==> src/pscfg_pkg.sv <==
// Purpose: Shared constants and carrier types for the protected system configuration block.
// Assumes: One 25 MHz system clock; CPU stores arrive as one-cycle requests.
// Notes:   Addresses are byte addresses of 8-bit registers.
package pscfg_pkg;

	localparam int unsigned CLK_HZ = 25_000_000;

	typedef enum logic [1:0] {
		PSCFG_OP_STORE,
		PSCFG_OP_SET,
		PSCFG_OP_CLR,
		PSCFG_OP_NOT
	} pscfg_op_t;

	typedef struct packed {
		logic            wr;
		logic            rd;
		logic [31:0]     addr;
		pscfg_op_t       op;
		logic [2:0]      bitn;
		logic [7:0]      wdata;
	} pscfg_req_t;

	typedef struct packed {
		logic            valid;
		logic [2:0]      sel;
		pscfg_op_t       op;
		logic [2:0]      bitn;
		logic [7:0]      data;
	} pscfg_gwr_t;

	localparam logic [31:0] ADDR_PROTECT_CMD   = 32'hffff_f1fc;
	localparam logic [31:0] ADDR_SYS_STATUS    = 32'hffff_f802;
	localparam logic [31:0] ADDR_XFER_CHAN0    = 32'hffff_f0e0;
	localparam logic [31:0] ADDR_XFER_CHAN1    = 32'hffff_f0e2;
	localparam logic [31:0] ADDR_XFER_CHAN2    = 32'hffff_f0e4;
	localparam logic [31:0] ADDR_XFER_CHAN3    = 32'hffff_f0e6;
	localparam logic [31:0] ADDR_OSC_MODE      = 32'hffff_f80c;
	localparam logic [31:0] ADDR_WD_MODE       = 32'hffff_f6d0;
	localparam logic [31:0] ADDR_WD_RESTART    = 32'hffff_f6d1;

	// Guarded set, indexed by the select code that leaves on the guarded-write port.
	localparam int unsigned NGUARD = 7;
	localparam logic [2:0]  GSEL_POWER_SAVE = 3'h0;
	localparam logic [2:0]  GSEL_CLOCK      = 3'h1;
	localparam logic [2:0]  GSEL_PROC_CLOCK = 3'h2;
	localparam logic [2:0]  GSEL_CLOCK_MON  = 3'h3;
	localparam logic [2:0]  GSEL_RESET_SRC  = 3'h4;
	localparam logic [2:0]  GSEL_LOW_VOLT   = 3'h5;
	localparam logic [2:0]  GSEL_DEBUG_MODE = 3'h6;
	localparam logic [NGUARD*32-1:0] GUARD_ADDRS = {
		32'hffff_f9fc,
		32'hffff_f890,
		32'hffff_f888,
		32'hffff_f870,
		32'hffff_f828,
		32'hffff_f822,
		32'hffff_f1fe
	};

	localparam logic [7:0] XFER_CHAN_RST  = 8'h00;
	localparam logic [7:0] DEBUG_MODE_RST = 8'h01;
	localparam logic [7:0] OSC_MODE_RST   = 8'h00;
	localparam logic [7:0] WD_MODE_RST    = 8'h67;
	localparam logic [7:0] SYS_RST        = 8'h00;

	localparam int unsigned CHAN_EN_BIT    = 0;
	localparam int unsigned CHAN_TRIG_BIT  = 1;
	localparam int unsigned CHAN_INIT_BIT  = 2;
	localparam int unsigned CHAN_TC_BIT    = 7;
	localparam int unsigned DEBUG_MODE_BIT = 0;
	localparam int unsigned OSC_STOP_BIT   = 0;
	localparam int unsigned SYS_ILLEGAL_BIT = 0;
	localparam int unsigned WD_MODE_HI_BIT = 6;
	localparam int unsigned WD_MODE_LO_BIT = 5;
	localparam int unsigned WD_CLKSEL_BIT  = 4;
	localparam int unsigned WD_INTV_LSB    = 0;
	localparam int unsigned WD_INTV_W      = 4;

	// Internal oscillator modelled as a 1 MHz enable derived from the system clock.
	localparam int unsigned OSC_HZ      = 1_000_000;
	localparam int unsigned OSC_DIV     = CLK_HZ / OSC_HZ;
	localparam int unsigned WD_BASE_LOG = 8;

	// Store or single-bit manipulation applied to a register's old value.
	function automatic logic [7:0] pscfg_apply(input logic [7:0] old, input pscfg_req_t rq);
		logic [7:0] nv;
		nv = old;
		unique case (rq.op)
			PSCFG_OP_STORE: nv = rq.wdata;
			PSCFG_OP_SET:   nv[rq.bitn] = 1'b1;
			PSCFG_OP_CLR:   nv[rq.bitn] = 1'b0;
			PSCFG_OP_NOT:   nv[rq.bitn] = ~old[rq.bitn];
		endcase
		return nv;
	endfunction

endpackage

==> src/pscfg_top.sv <==
// Purpose: Write protection for system registers plus transfer, debug, oscillator and watchdog control.
// Assumes: CPU requests come from logic on clk_i; the debug reset pin is asynchronous.
// Notes:   rst_n_i is the external reset pin; int_rst_i is an internal reset source.
// Contract
// - Seven system registers accept writes only right after a protect command write.
// - A guarded store without the preceding command sets the illegal-store status flag.
// - Each channel control holds enable at bit 0; 1 enables, 0 disables.
// - All channel control registers reset to zero, channels disabled.
// - Debug mode register writes take effect only while debug reset pin is low.
// - External reset pin sets the debug mode register to one.
// - Watchdog, clock monitor or low-voltage resets keep debug mode contents.
// - Debug bit 0 gives normal mode, port use, pull-down disconnected.
// - Debug bit 1 gives debug pin function only while debug reset pin is high.
// - Oscillator mode stop bit runs oscillator at 0, stops at 1; resets zero.
// - After reset the watchdog runs in reset mode with its reset value.
// - Watchdog mode 00 stops, 01 interrupts, upper bit set resets on overflow.
// - Watchdog mode register sets overflow interval and counting clock.
`timescale 1ns/1ps
module pscfg_top #(
	parameter int unsigned NCHAN   = 4,
	parameter int unsigned OSC_DIV = pscfg_pkg::OSC_DIV,
	parameter int unsigned WD_CNT_W = 24
) (
	input  wire logic                  clk_i,
	input  wire logic                  rst_n_i,
	input  wire logic                  int_rst_i,
	input  wire logic                  debug_reset_pin_i,
	input  wire logic [NCHAN-1:0]      terminal_count_flag_i,
	input  wire pscfg_pkg::pscfg_req_t req_i,
	output logic [7:0]                 rdata_o,
	output logic                       rvalid_o,
	output logic [NCHAN-1:0]           chan_en_o,
	output logic [NCHAN-1:0]           chan_init_o,
	output logic [NCHAN-1:0]           soft_trig_o,
	output pscfg_pkg::pscfg_gwr_t      gwr_o,
	output logic                       illegal_store_o,
	output logic                       debug_func_o,
	output logic                       dbg_pulldown_o,
	output logic                       osc_stop_o,
	output logic                       wd_nmi_request_o,
	output logic                       wd_reset_request_o
);

	localparam int unsigned OSC_CNT_W = $clog2(OSC_DIV + 1);

	logic [7:0]           dbg_mode_r;
	logic [7:0]           osc_mode_r;
	logic [7:0]           wd_mode_r;
	logic [7:0]           sys_r;
	logic [7:0]           status_nv;
	logic                 unlock_r;
	logic                 dbg_pin_s1_r;
	logic                 dbg_pin_r;
	logic [NCHAN-1:0]     chan_en_r;
	logic [OSC_CNT_W-1:0] osc_cnt_r;
	logic              osc_tick_r;
	logic              wr;
	logic              is_cmd;
	logic              guard_hit;
	logic [2:0]        guard_sel;
	logic              guard_ok;
	logic              guard_bad;
	logic              wd_tick;
	logic              wd_nmi;
	logic              wd_res;
	logic [NCHAN-1:0]  chan_hit;

	localparam logic [NCHAN*32-1:0] CHAN_ADDRS = {pscfg_pkg::ADDR_XFER_CHAN3, pscfg_pkg::ADDR_XFER_CHAN2,
		pscfg_pkg::ADDR_XFER_CHAN1, pscfg_pkg::ADDR_XFER_CHAN0};

	// Debug reset pin comes straight from a pad.
	always_ff @(posedge clk_i or negedge rst_n_i) begin
		if (!rst_n_i) begin
			dbg_pin_s1_r <= 1'b0;
			dbg_pin_r    <= 1'b0;
		end else begin
			dbg_pin_s1_r <= debug_reset_pin_i;
			dbg_pin_r    <= dbg_pin_s1_r;
		end
	end

	always_comb begin
		wr        = req_i.wr;
		is_cmd    = req_i.addr == pscfg_pkg::ADDR_PROTECT_CMD;
		guard_hit = 1'b0;
		guard_sel = 3'h0;
		for (int i = 0; i < pscfg_pkg::NGUARD; i++) begin
			if (req_i.addr == pscfg_pkg::GUARD_ADDRS[i*32 +: 32]) begin
				guard_hit = 1'b1;
				guard_sel = 3'(i);
			end
		end
		guard_ok  = wr && guard_hit && unlock_r;
		guard_bad = wr && guard_hit && !unlock_r;
		status_nv = pscfg_pkg::pscfg_apply(sys_r, req_i);
		for (int c = 0; c < NCHAN; c++) begin
			chan_hit[c] = wr && (req_i.addr == CHAN_ADDRS[c*32 +: 32]);
		end
	end

	// The unlock lives for exactly one store; a runaway loop that writes anything else loses it.
	always_ff @(posedge clk_i or negedge rst_n_i) begin
		if (!rst_n_i) begin
			unlock_r <= 1'b0;
		end else if (int_rst_i) begin
			unlock_r <= 1'b0;
		end else if (wr) begin
			unlock_r <= is_cmd;
		end
	end

	// Illegal-store flag: hardware set wins over a software clear in the same cycle.
	always_ff @(posedge clk_i or negedge rst_n_i) begin
		if (!rst_n_i) begin
			sys_r <= pscfg_pkg::SYS_RST;
		end else if (int_rst_i) begin
			sys_r <= pscfg_pkg::SYS_RST;
		end else if (guard_bad) begin
			sys_r[pscfg_pkg::SYS_ILLEGAL_BIT] <= 1'b1;
		end else if (wr && req_i.addr == pscfg_pkg::ADDR_SYS_STATUS) begin
			sys_r[pscfg_pkg::SYS_ILLEGAL_BIT] <= status_nv[pscfg_pkg::SYS_ILLEGAL_BIT];
		end
	end

	// Guarded registers other than debug mode live elsewhere; they receive the accepted store here.
	always_ff @(posedge clk_i or negedge rst_n_i) begin
		if (!rst_n_i) begin
			gwr_o <= '0;
		end else begin
			gwr_o.valid <= guard_ok && guard_sel != pscfg_pkg::GSEL_DEBUG_MODE;
			gwr_o.sel   <= guard_sel;
			gwr_o.op    <= req_i.op;
			gwr_o.bitn  <= req_i.bitn;
			gwr_o.data  <= req_i.wdata;
		end
	end

	// Only the external reset pin reaches this register, so internal resets leave it alone.
	always_ff @(posedge clk_i or negedge rst_n_i) begin
		if (!rst_n_i) begin
			dbg_mode_r <= pscfg_pkg::DEBUG_MODE_RST;
		end else if (guard_ok && guard_sel == pscfg_pkg::GSEL_DEBUG_MODE && !dbg_pin_r && !int_rst_i) begin
			dbg_mode_r <= pscfg_pkg::pscfg_apply(dbg_mode_r, req_i) & 8'h01;
		end
	end

	always_ff @(posedge clk_i or negedge rst_n_i) begin
		if (!rst_n_i) begin
			debug_func_o   <= 1'b0;
			dbg_pulldown_o <= 1'b1;
		end else begin
			debug_func_o   <= dbg_mode_r[pscfg_pkg::DEBUG_MODE_BIT] && dbg_pin_r;
			dbg_pulldown_o <= dbg_mode_r[pscfg_pkg::DEBUG_MODE_BIT];
		end
	end

	always_ff @(posedge clk_i or negedge rst_n_i) begin
		if (!rst_n_i) begin
			osc_mode_r <= pscfg_pkg::OSC_MODE_RST;
		end else if (int_rst_i) begin
			osc_mode_r <= pscfg_pkg::OSC_MODE_RST;
		end else if (wr && req_i.addr == pscfg_pkg::ADDR_OSC_MODE) begin
			osc_mode_r <= pscfg_pkg::pscfg_apply(osc_mode_r, req_i) & 8'h01;
		end
	end

	always_ff @(posedge clk_i or negedge rst_n_i) begin
		if (!rst_n_i) begin
			osc_stop_o <= 1'b0;
		end else begin
			osc_stop_o <= osc_mode_r[pscfg_pkg::OSC_STOP_BIT];
		end
	end

	// Internal oscillator stand-in; a stopped oscillator also starves a watchdog counting it.
	always_ff @(posedge clk_i or negedge rst_n_i) begin
		if (!rst_n_i) begin
			osc_cnt_r  <= '0;
			osc_tick_r <= 1'b0;
		end else if (osc_mode_r[pscfg_pkg::OSC_STOP_BIT]) begin
			osc_cnt_r  <= '0;
			osc_tick_r <= 1'b0;
		end else if (osc_cnt_r == OSC_CNT_W'(OSC_DIV - 1)) begin
			osc_cnt_r  <= '0;
			osc_tick_r <= 1'b1;
		end else begin
			osc_cnt_r  <= osc_cnt_r + 1'b1;
			osc_tick_r <= 1'b0;
		end
	end

	always_ff @(posedge clk_i or negedge rst_n_i) begin
		if (!rst_n_i) begin
			wd_mode_r <= pscfg_pkg::WD_MODE_RST;
		end else if (int_rst_i) begin
			wd_mode_r <= pscfg_pkg::WD_MODE_RST;
		end else if (wr && req_i.addr == pscfg_pkg::ADDR_WD_MODE) begin
			wd_mode_r <= pscfg_pkg::pscfg_apply(wd_mode_r, req_i);
		end
	end

	assign wd_tick = wd_mode_r[pscfg_pkg::WD_CLKSEL_BIT] ? 1'b1 : osc_tick_r;

	pscfg_wdog #(
		.CNT_W    (WD_CNT_W),
		.BASE_LOG (pscfg_pkg::WD_BASE_LOG)
	) pscfg_wdog_i (
		.clk_i     (clk_i),
		.rst_n_i   (rst_n_i),
		.srst_i    (int_rst_i),
		.tick_i    (wd_tick),
		.mode_i    ({wd_mode_r[pscfg_pkg::WD_MODE_HI_BIT], wd_mode_r[pscfg_pkg::WD_MODE_LO_BIT]}),
		.intv_i    (wd_mode_r[pscfg_pkg::WD_INTV_LSB +: pscfg_pkg::WD_INTV_W]),
		.restart_i (wr && (req_i.addr == pscfg_pkg::ADDR_WD_RESTART || req_i.addr == pscfg_pkg::ADDR_WD_MODE)),
		.nmi_o     (wd_nmi),
		.res_o     (wd_res)
	);

	always_ff @(posedge clk_i or negedge rst_n_i) begin
		if (!rst_n_i) begin
			wd_nmi_request_o   <= 1'b0;
			wd_reset_request_o <= 1'b0;
		end else begin
			wd_nmi_request_o   <= wd_nmi;
			wd_reset_request_o <= wd_res;
		end
	end

	// Trigger and init bits are write-only strobes; they read back as zero.
	for (genvar c = 0; c < NCHAN; c++) begin : g_chan
		logic [7:0] chan_nv;
		assign chan_nv = pscfg_pkg::pscfg_apply({7'h00, chan_en_r[c]}, req_i);
		always_ff @(posedge clk_i or negedge rst_n_i) begin
			if (!rst_n_i) begin
				chan_en_r[c]   <= pscfg_pkg::XFER_CHAN_RST[pscfg_pkg::CHAN_EN_BIT];
				chan_init_o[c] <= 1'b0;
				soft_trig_o[c] <= 1'b0;
			end else if (int_rst_i) begin
				chan_en_r[c]   <= pscfg_pkg::XFER_CHAN_RST[pscfg_pkg::CHAN_EN_BIT];
				chan_init_o[c] <= 1'b0;
				soft_trig_o[c] <= 1'b0;
			end else begin
				if (chan_hit[c]) begin
					chan_en_r[c] <= chan_nv[pscfg_pkg::CHAN_EN_BIT];
				end
				chan_init_o[c] <= chan_hit[c] && chan_nv[pscfg_pkg::CHAN_INIT_BIT];
				soft_trig_o[c] <= chan_hit[c] && chan_nv[pscfg_pkg::CHAN_TRIG_BIT];
			end
		end
	end

	assign chan_en_o       = chan_en_r;
	assign illegal_store_o = sys_r[pscfg_pkg::SYS_ILLEGAL_BIT];

	always_ff @(posedge clk_i or negedge rst_n_i) begin
		if (!rst_n_i) begin
			rdata_o  <= 8'h00;
			rvalid_o <= 1'b0;
		end else begin
			rvalid_o <= req_i.rd;
			rdata_o  <= 8'h00;
			if (req_i.rd) begin
				if (req_i.addr == pscfg_pkg::GUARD_ADDRS[pscfg_pkg::GSEL_DEBUG_MODE*32 +: 32]) begin
					rdata_o <= dbg_mode_r;
				end else if (req_i.addr == pscfg_pkg::ADDR_OSC_MODE) begin
					rdata_o <= osc_mode_r;
				end else if (req_i.addr == pscfg_pkg::ADDR_WD_MODE) begin
					rdata_o <= wd_mode_r;
				end else if (req_i.addr == pscfg_pkg::ADDR_SYS_STATUS) begin
					rdata_o <= sys_r;
				end else begin
					for (int c = 0; c < NCHAN; c++) begin
						if (req_i.addr == CHAN_ADDRS[c*32 +: 32]) begin
							rdata_o <= {terminal_count_flag_i[c], 6'h00, chan_en_r[c]};
						end
					end
				end
			end
		end
	end
endmodule

==> src/pscfg_wdog.sv <==
// Purpose: Watchdog counter with stop, interrupt and reset modes.
// Assumes: tick_i is a one-cycle enable on clk_i.
// Notes:   Overflow restarts the count from zero.
`timescale 1ns/1ps
module pscfg_wdog #(
	parameter int unsigned CNT_W    = 24,
	parameter int unsigned BASE_LOG = pscfg_pkg::WD_BASE_LOG
) (
	input  wire logic       clk_i,
	input  wire logic       rst_n_i,
	input  wire logic       srst_i,
	input  wire logic       tick_i,
	input  wire logic [1:0] mode_i,
	input  wire logic [3:0] intv_i,
	input  wire logic       restart_i,
	output logic            nmi_o,
	output logic            res_o
);

	logic [CNT_W-1:0] cnt_r;
	logic [4:0]       idx;
	logic             ovf;

	always_comb begin
		idx = 5'(intv_i) + 5'(BASE_LOG);
		if (idx > 5'(CNT_W - 1)) begin
			idx = 5'(CNT_W - 1);
		end
		ovf = tick_i && (mode_i != 2'b00) && cnt_r[idx];
	end

	always_ff @(posedge clk_i or negedge rst_n_i) begin
		if (!rst_n_i) begin
			cnt_r <= '0;
		end else if (srst_i || restart_i || mode_i == 2'b00 || ovf) begin
			cnt_r <= '0;
		end else if (tick_i) begin
			cnt_r <= cnt_r + 1'b1;
		end
	end

	// Upper mode bit wins: reset mode regardless of the lower bit.
	always_ff @(posedge clk_i or negedge rst_n_i) begin
		if (!rst_n_i) begin
			nmi_o <= 1'b0;
			res_o <= 1'b0;
		end else begin
			nmi_o <= ovf && (mode_i == 2'b01);
			res_o <= ovf && mode_i[1];
		end
	end
endmodule

==> config.mk <==
export PLATFORM = sky130hd
export DESIGN_NAME = pscfg_top
export DESIGN_NICKNAME = d
export VERILOG_FILES = /design/src/pscfg_pkg.sv /design/src/pscfg_top.sv /design/src/pscfg_wdog.sv
export SDC_FILE = /design/constraint.sdc
export NUM_CORES = 1
export LEC_CHECK = 0
export ABC_AREA = 1
export BUFFER_PORTS_ARGS = -buffer_cell sky130_fd_sc_hd__clkbuf_2
export CAP_MARGIN = 10
export CORE_AREA = 3 3 113 115
export DETAILED_ROUTE_END_ITERATION = 8
export DIE_AREA = 0 0 116 118
export GPL_ROUTABILITY_DRIVEN = 0
export PLACE_DENSITY = 0.69
export SLEW_MARGIN = 10
export SYNTH_ARGS = -nofsm -noshare
export SYNTH_HDL_FRONTEND = slang
export SYNTH_SLANG_ARGS = --single-unit
==> constraint.sdc <==
create_clock -name clk_i -period 2.45 [get_ports clk_i]
set_input_delay 0.245 -clock clk_i [delete_from_list [all_inputs] [get_ports clk_i]]
set_output_delay 0.245 -clock clk_i [all_outputs]
set_load 0.005 [all_outputs]
Word-level counts from Yosys, hierarchy flattened
Index checks and enable logic that the tools add are counted.

word-level totals
  output and inout port bits = 44
  register bits = 96

operators by class
  order comparisons = 4
  bitwise gates (word level) = 25
  reductions and logical operators = 48
  add/subtract/negate cells = 3
  muxes and demuxes = 91
  equality and inequality tests = 23

operator list
  operator               count
  $eq 32x32->1 const B   16
  $mux 8                 13
  $bwmux 8               8
  $mux 24                2
  $pmux 3 s4             4
  $mux 1                 42
  $pmux 8 s4             1
  $logic_and 1x1->1      29
  $add 24x1->24 const B  1
  $bmux 1 s3             8
  $reduce_bool 2->1      9
  $mux 5                 3
  $and 1x3->3            4
  $or 1x3->3             4
  $pmux 1 s4             3
  $mux 3                 3
  $and 8x8->8            1
  $not 1->1              8
  $not 8->8              1
  $or 8x8->8             1
  $lt 5x6->1 const B     1
  $add 4x4->5 const B    1
  $add 5x1->5 const B    1
  $bmux 1 s5             1
  other kinds (16)       29

Depth between registers and ports, before layout
  depth after elaboration = 13
  depth in mapped cells = 14
  mapped depth without buffers = 14

Hierarchy
Synthesis repeated with hierarchy kept, for this count alone.

second synthesis, totals
  cells, all modules = 635
  area total of the unflattened synthesis = 4894.7 sq um

by module, submodules not included
  module      seq. area each (sq um)  area an instance (sq um)  cells each  times used
  pscfg_top   1585.3                  3243.1                    409         1
  pscfg_wdog  650.6                   1651.6                    226         1

Worst setup path before layout
OpenSTA, ideal clock, no wires.

  path kind = reg-to-reg
  start point = register wd_mode_r[1]
  end point = register pscfg_wdog_i.cnt_r[18]
  buffers on the path = 2
  cell stages (with the launch flop) = 14
  arrival = 1.611 ns
  required time = 2.328 ns
  slack = 0.717 ns
  setup time = 0.122 ns
  path through = dfstp_2 > inv_1 > buf_2 > a21oi_1 > o21ai_0 > nand3_1 > nand3_1 > nand3_2 > nand2_2 > inv_4 > nand2_8 > buf_6 > nand4_1 > o21ai_1

on the way
  word-level cells in the longest chain between the ends = 8
  elaborated cells between the ends (all ways) = 9
  classes of those cells = add/sub (1); order compare (1); mux (4); reduce/logical (3)

RTL lines
  what                                          line              text
  from (decl)                                   pscfg_top.sv:48   logic [7:0] wd_mode_r;
  from (signal assigned)                        pscfg_top.sv:194  wd_mode_r <= pscfg_pkg::WD_MODE_RST;
  from (signal assigned)                        pscfg_top.sv:196  wd_mode_r <= pscfg_pkg::WD_MODE_RST;
  from (signal assigned)                        pscfg_top.sv:198  wd_mode_r <= pscfg_pkg::pscfg_apply(wd_mode_r, req_i);
  $add 4x4->5 (*)                               pscfg_wdog.sv:25  idx = 5'(intv_i) + 5'(BASE_LOG);
  $gt 5x5->1                                    pscfg_wdog.sv:26  if (idx > 5'(CNT_W - 1)) begin
  $mux 5 (*)                                    pscfg_wdog.sv:26
  $bmux 1 s5 (*)                                pscfg_wdog.sv:29  ovf = tick_i && (mode_i != 2'b00) && cnt_r[idx];
  $mux 1 (not written as such) (*)              pscfg_wdog.sv:29
  $logic_and 1x1->1 (*)                         pscfg_wdog.sv:29
  $logic_or 1x1->1 (*)                          pscfg_wdog.sv:35  end else if (srst_i || restart_i || mode_i == 2'b00 || ovf) begin
  $mux 24 or $reduce_bool 2->1 (tied branches)  -
  to (signal assigned)                          pscfg_wdog.sv:38  cnt_r <= cnt_r + 1'b1;
  to (decl)                                     pscfg_wdog.sv:20  logic [CNT_W-1:0] cnt_r;

Every way passes the cells marked *; elsewhere a longest branch is shown, timed or not. The select of a mux whose other input is x is not followed.
A chain may end at the register's enable or synchronous reset.

Worst setup path in the final report
  start point = register wd_mode_r[0]
  end point = register pscfg_wdog_i.cnt_r[8]

Same word-level chain as after synthesis.

==> results <==
- At the placement stage, the worst setup path has a slack of ~0.36 ns.
- Summing over every cut layer, the via total after detailed routing is 4850.
- The die boundary width is around 120 microns.
- Of all nets on the critical path, the largest fanout is 17.
- For this run, the total global-route usage over all layers was measured as 0.200.
- Of the total synthesized cell area, the portion taken by XOR and XNOR cells is 0.0302.
- The kind of end point of the critical path is a register.
- Input and output buffers added on the ports amount to between 90 and 100.
- For the final database, setup skew stands at 0.00723 ns.
- After synthesis, the share of flip-flops with an asynchronous set or reset is 1.00.
- The finished cells cover 5900 sq um.
- The repair_antennas step left the layout with diodes totalling 0.
- The clock drives 89 sinks.
- After floorplanning, the core was sized to cover 11900 sq um.
- The simple logic cell fraction of the synthesized area is 0.307.
- The number of global-route vias before repair is 4708.
- Summed over all failing endpoints, the final setup total negative slack is 0 ns.
- STA classifies the critical path startpoint as a register.
- The clock insertion delay at the later pin of the skew report is between 0.3 and 0.4 ns.
- The post-route clock period utilization is 0.865.
- For the pin with the worst max-slew slack, the measured transition is a little under 0.7 ns.
- Counting every net in the synthesized netlist gives 701.
- The critical setup path kind is reg -> reg.
- The floorplan has 40 rows.
- In this run, distinct cell masters in the synthesized netlist total 40.
- TritonCTS built the clock tree.
- The prevailing post-synth register cell is dfrtp_1.
- The first detailed-routing pass ran for 5 iterations.
- The synthesized netlist occupies a cell area of 4920 sq um.
- The sum of overflow across all layers after global routing is 0.
- For this configuration, the core starts out at a cell density of 0.413.
- The length in cells of the worst reg-to-reg path is 11.
- The areal power density over the cells is approximately 540 nW/um^2.
- The count of warnings emitted by yosys is 0.
- The net count of the finished layout is ~800.
- The static power due to leakage is 0.00278 uW.
- The flow ran to the end, and the final reports show no timing, DRC or antenna violations.
- The cell count after synthesis came out at 643.
- The sequential cell area fraction in the yosys report is 0.454.
- The normalized max-slew margin is 0.541.
- Grouping stages by cell kind, the critical path spends the most delay in flip-flops.
- The relative area change from synthesis to final layout is 19.8%.
- A synthesized cell averages 7.66 sq um.
- The wire length of the first global-routing pass is around 22000 microns.
- The die covers 13700 sq um.
- The complex-gate fraction of the synthesized area is 0.115.
- The number of levels the H-tree was split into is 3.
- The minimum period implied by the final worst setup slack is 2.12 ns.
- The number of inserted filler cells in the final layout is ~1100.
- In the final layout, the share of cells above drive strength 1 is 0.202.
- Post-CTS repair changed the size of 0 cells.
- Clock tree synthesis selected as its root buffer the cell clkbuf_16.
- Data on the critical path is required at its endpoint by 2.71 ns.
- The buffer depth of the longest clock path is 2.
- In the routed design, unresolved DRC markers number 0.
- In this run, the number of DRC markers left after iteration 0 of detailed routing was 386.
- The signal on the critical path passes through inv_2 -> a21oi_1 -> o21ai_0 -> nand3_1 -> nand3_1 -> nand3_2 -> nand2_2 -> inv_4 -> buf_4 -> o31ai_1 -> a21oi_1.
- The data arrival at the endpoint of the critical path is 2.38 ns.
- The post-route antenna net violation count is 0.
- After detailed routing, the average wire length per cell comes to 14.6 microns.
- In this design, the stage delay of the slowest critical-path cell is 0.64 ns.
- The post-route non-filler standard cell count is 899.
- In the routed layout, each cell is associated on average with a via count of 5.39.
- The pin count of the biggest net entering global routing is 47.
- The dominant combinational cell family by area after synthesis is simple AND/OR/NAND/NOR gates.
- After layout, the worst setup slack is 0.331 ns.
- Setup repair after global routing left no endpoint under its margin.
- The count of flip-flops with a built-in enable after synthesis is 0.
- After synthesis the netlist holds a flip-flop and latch count of 89.
- The hold violation total from the final report is 0.
- 99 I/O pins were placed.
- The buffering stage count on the worst path with inverters included is 3.
- The path class of the tightest hold or removal check is in -> reg.
- The standard cell with the maximum stage delay on the critical path is dfstp_2.
- TritonCTS created 9 clock buffers.
- The placed instances occupy a cell area of 5580 sq um.
- The number of antenna violations at the first check in global routing is 0.
- In this run the number of cells on the critical path is 11.
- The cell count after placement is around 900.
- The clock edge transition at the registers on the reported setup and hold paths is 0.07 ns.
- The count of final max-slew check failures was 0.
- Across the VDD grid, the largest voltage drop is about 0.00042 V.
- The die boundary height is around 120 microns.
- After legalization and detailed placement, the total HPWL measured just over 10000 microns.
- The adder-cell share of the synthesized area is 0.00762.
- The mux cell area share after synthesis is 0.00203.
- The max capacitance violation total is 0.
- The number of stages on the worst hold path is 1.
- For this block, the routed nets add up to 13200 microns of wire.
- Derived from the worst setup path, the maximum achievable clock frequency is 0.472 GHz.
- The setup violation total in the final timing report is 0.
where the power goes:
part | switching (uW) | internal (uW) | total [uW]
sequential | 9.60 | 1490 | 1500
clock | 581 | 821 | 1400
combinational | 174 | 82.8 | 257
total | 765 | 2400 | 3160
flip-flops by register name (all words and copies together) (netlist names), 4 cells and up:
| name | count |
|---|---|
| pscfg_wdog_i.cnt_r | 24 |
| rdata_o | 8 |
| chan_en_o | 4 |
| soft_trig_o | 4 |
| chan_init_o | 4 |
| wd_mode_r | 8 |
| gwr_o | 17 |
| osc_cnt_r | 5 |
layout by cell type, fill, tap and decap left out, types with 2 or more instances in the layout:
master	n
a32oi_1	3
a211oi_1	2
nor2_1	87
o211ai_1	6
nor3_2	2
nand3_1	57
o22ai_1	3
a21oi_1	30
clkbuf_2	97
nand2_1	117
buf_4	6
o21ai_1	19
clkbuf_16	9
xnor2_1	2
ha_1	3
dfstp_2	7
nand3_2	3
o31ai_1	5
dlygate4sd3_1	2
o2111ai_1	2
clkinv_2	2
nor4_1	8
inv_1	76
inv_6	2
nand4_1	21
xor2_1	15
nand2_2	2
o21ai_0	24
nor2_2	4
a22oi_1	2
inv_2	10
dfrtp_1	82
nor3_1	30
metrics by stage:
| stage | util | hold WS (ns) | total power, uW |
|---|---|---|---|
| finish | 0.495 | 0.0216 | 3160 |
| global route | 0.495 | 0.0200 | 3280 |
| CTS | 0.495 | 0.0119 | 3190 |
| detailed placement | 0.468 | 0.285 | 1780 |
| global placement | 0.468 | 0.282 | 1770 |
| floorplan | - | -0.0506 | 1650 |
routing by layer:
layer | part of all wire | wire, microns | GRT usage | vias up
met5 | 0 | 0 | 0 | -
met2 | 0.48 | 6280 | 0.319 | 219
li1 | - | - | - | 2345
met4 | 0.014 | 181 | 0.0529 | 0
met1 | 0.43 | 5660 | 0.270 | 2271
met3 | 0.079 | 1040 | 0.0488 | 15
worst paths after layout:
path / start / end / slack (ns)
setup / recovery: wd_mode_r[0]$_DFFE_PN1P_ / pscfg_wdog_i.cnt_r[8]$_DFFE_PN0P_ / 0.33
hold / removal: req_i[5] / gwr_o[5]$_DFF_PN0_ / 0.02
setup reg to reg: wd_mode_r[0]$_DFFE_PN1P_ / pscfg_wdog_i.cnt_r[8]$_DFFE_PN0P_ / 0.33
hold reg to reg: dbg_pin_s1_r$_DFF_PN0_ / dbg_pin_r$_DFF_PN0_ / 0.35
max in group asynchronous: rst_n_i / wd_mode_r[5]$_DFFE_PN1P_ / 1.33
min in group asynchronous: rst_n_i / wd_mode_r[4]$_DFFE_PN0P_ / 0.45
what timing repair did:
action / 4_1_cts / 5_1_grt
setup buffers: 0 / 0
endpoints found under the hold margin: 39 / 0
hold buffers: 2 / 0
cell families (layout without fill, tap and decap cells):
kind of cell	count (synthesis)	after routing
AOI/OAI and AO/OA	99	99
xor gates and xnor gates	17	17
adders and majority gates	3	3
buffers and inverters	100	209
DFF	89	89
muxes	1	1
and+or+nand+nor	334	334
cell type report:
| cell class | instances | area, sq um | area share |
|---|---|---|---|
| clock inverter | 6 | 65.1 | 0.0110 |
| inverter | 87 | 329 | 0.0558 |
| multi-input combinational | 454 | 2280 | 0.386 |
| tap | 147 | 184 | 0.0312 |
| clock buffer | 10 | 239 | 0.0405 |
| sequential | 89 | 2240 | 0.379 |
| timing repair buffer | 106 | 571 | 0.0967 |
cell usage after synthesis (8+ instances only):
master   number  share of area
nand2_1     117          0.089
inv_2        10         0.0076
a21oi_1      30          0.030
nand4_1      21          0.027
xor2_1       15          0.027
o21ai_1      19          0.019
o21ai_0      24          0.024
nand3_1      57          0.058
nor4_1        8          0.010
nor2_1       87          0.066
inv_1        76          0.058
nor3_1       30          0.030
dfrtp_1      82           0.42
Note: power is estimated with default switching activity, not from simulation.
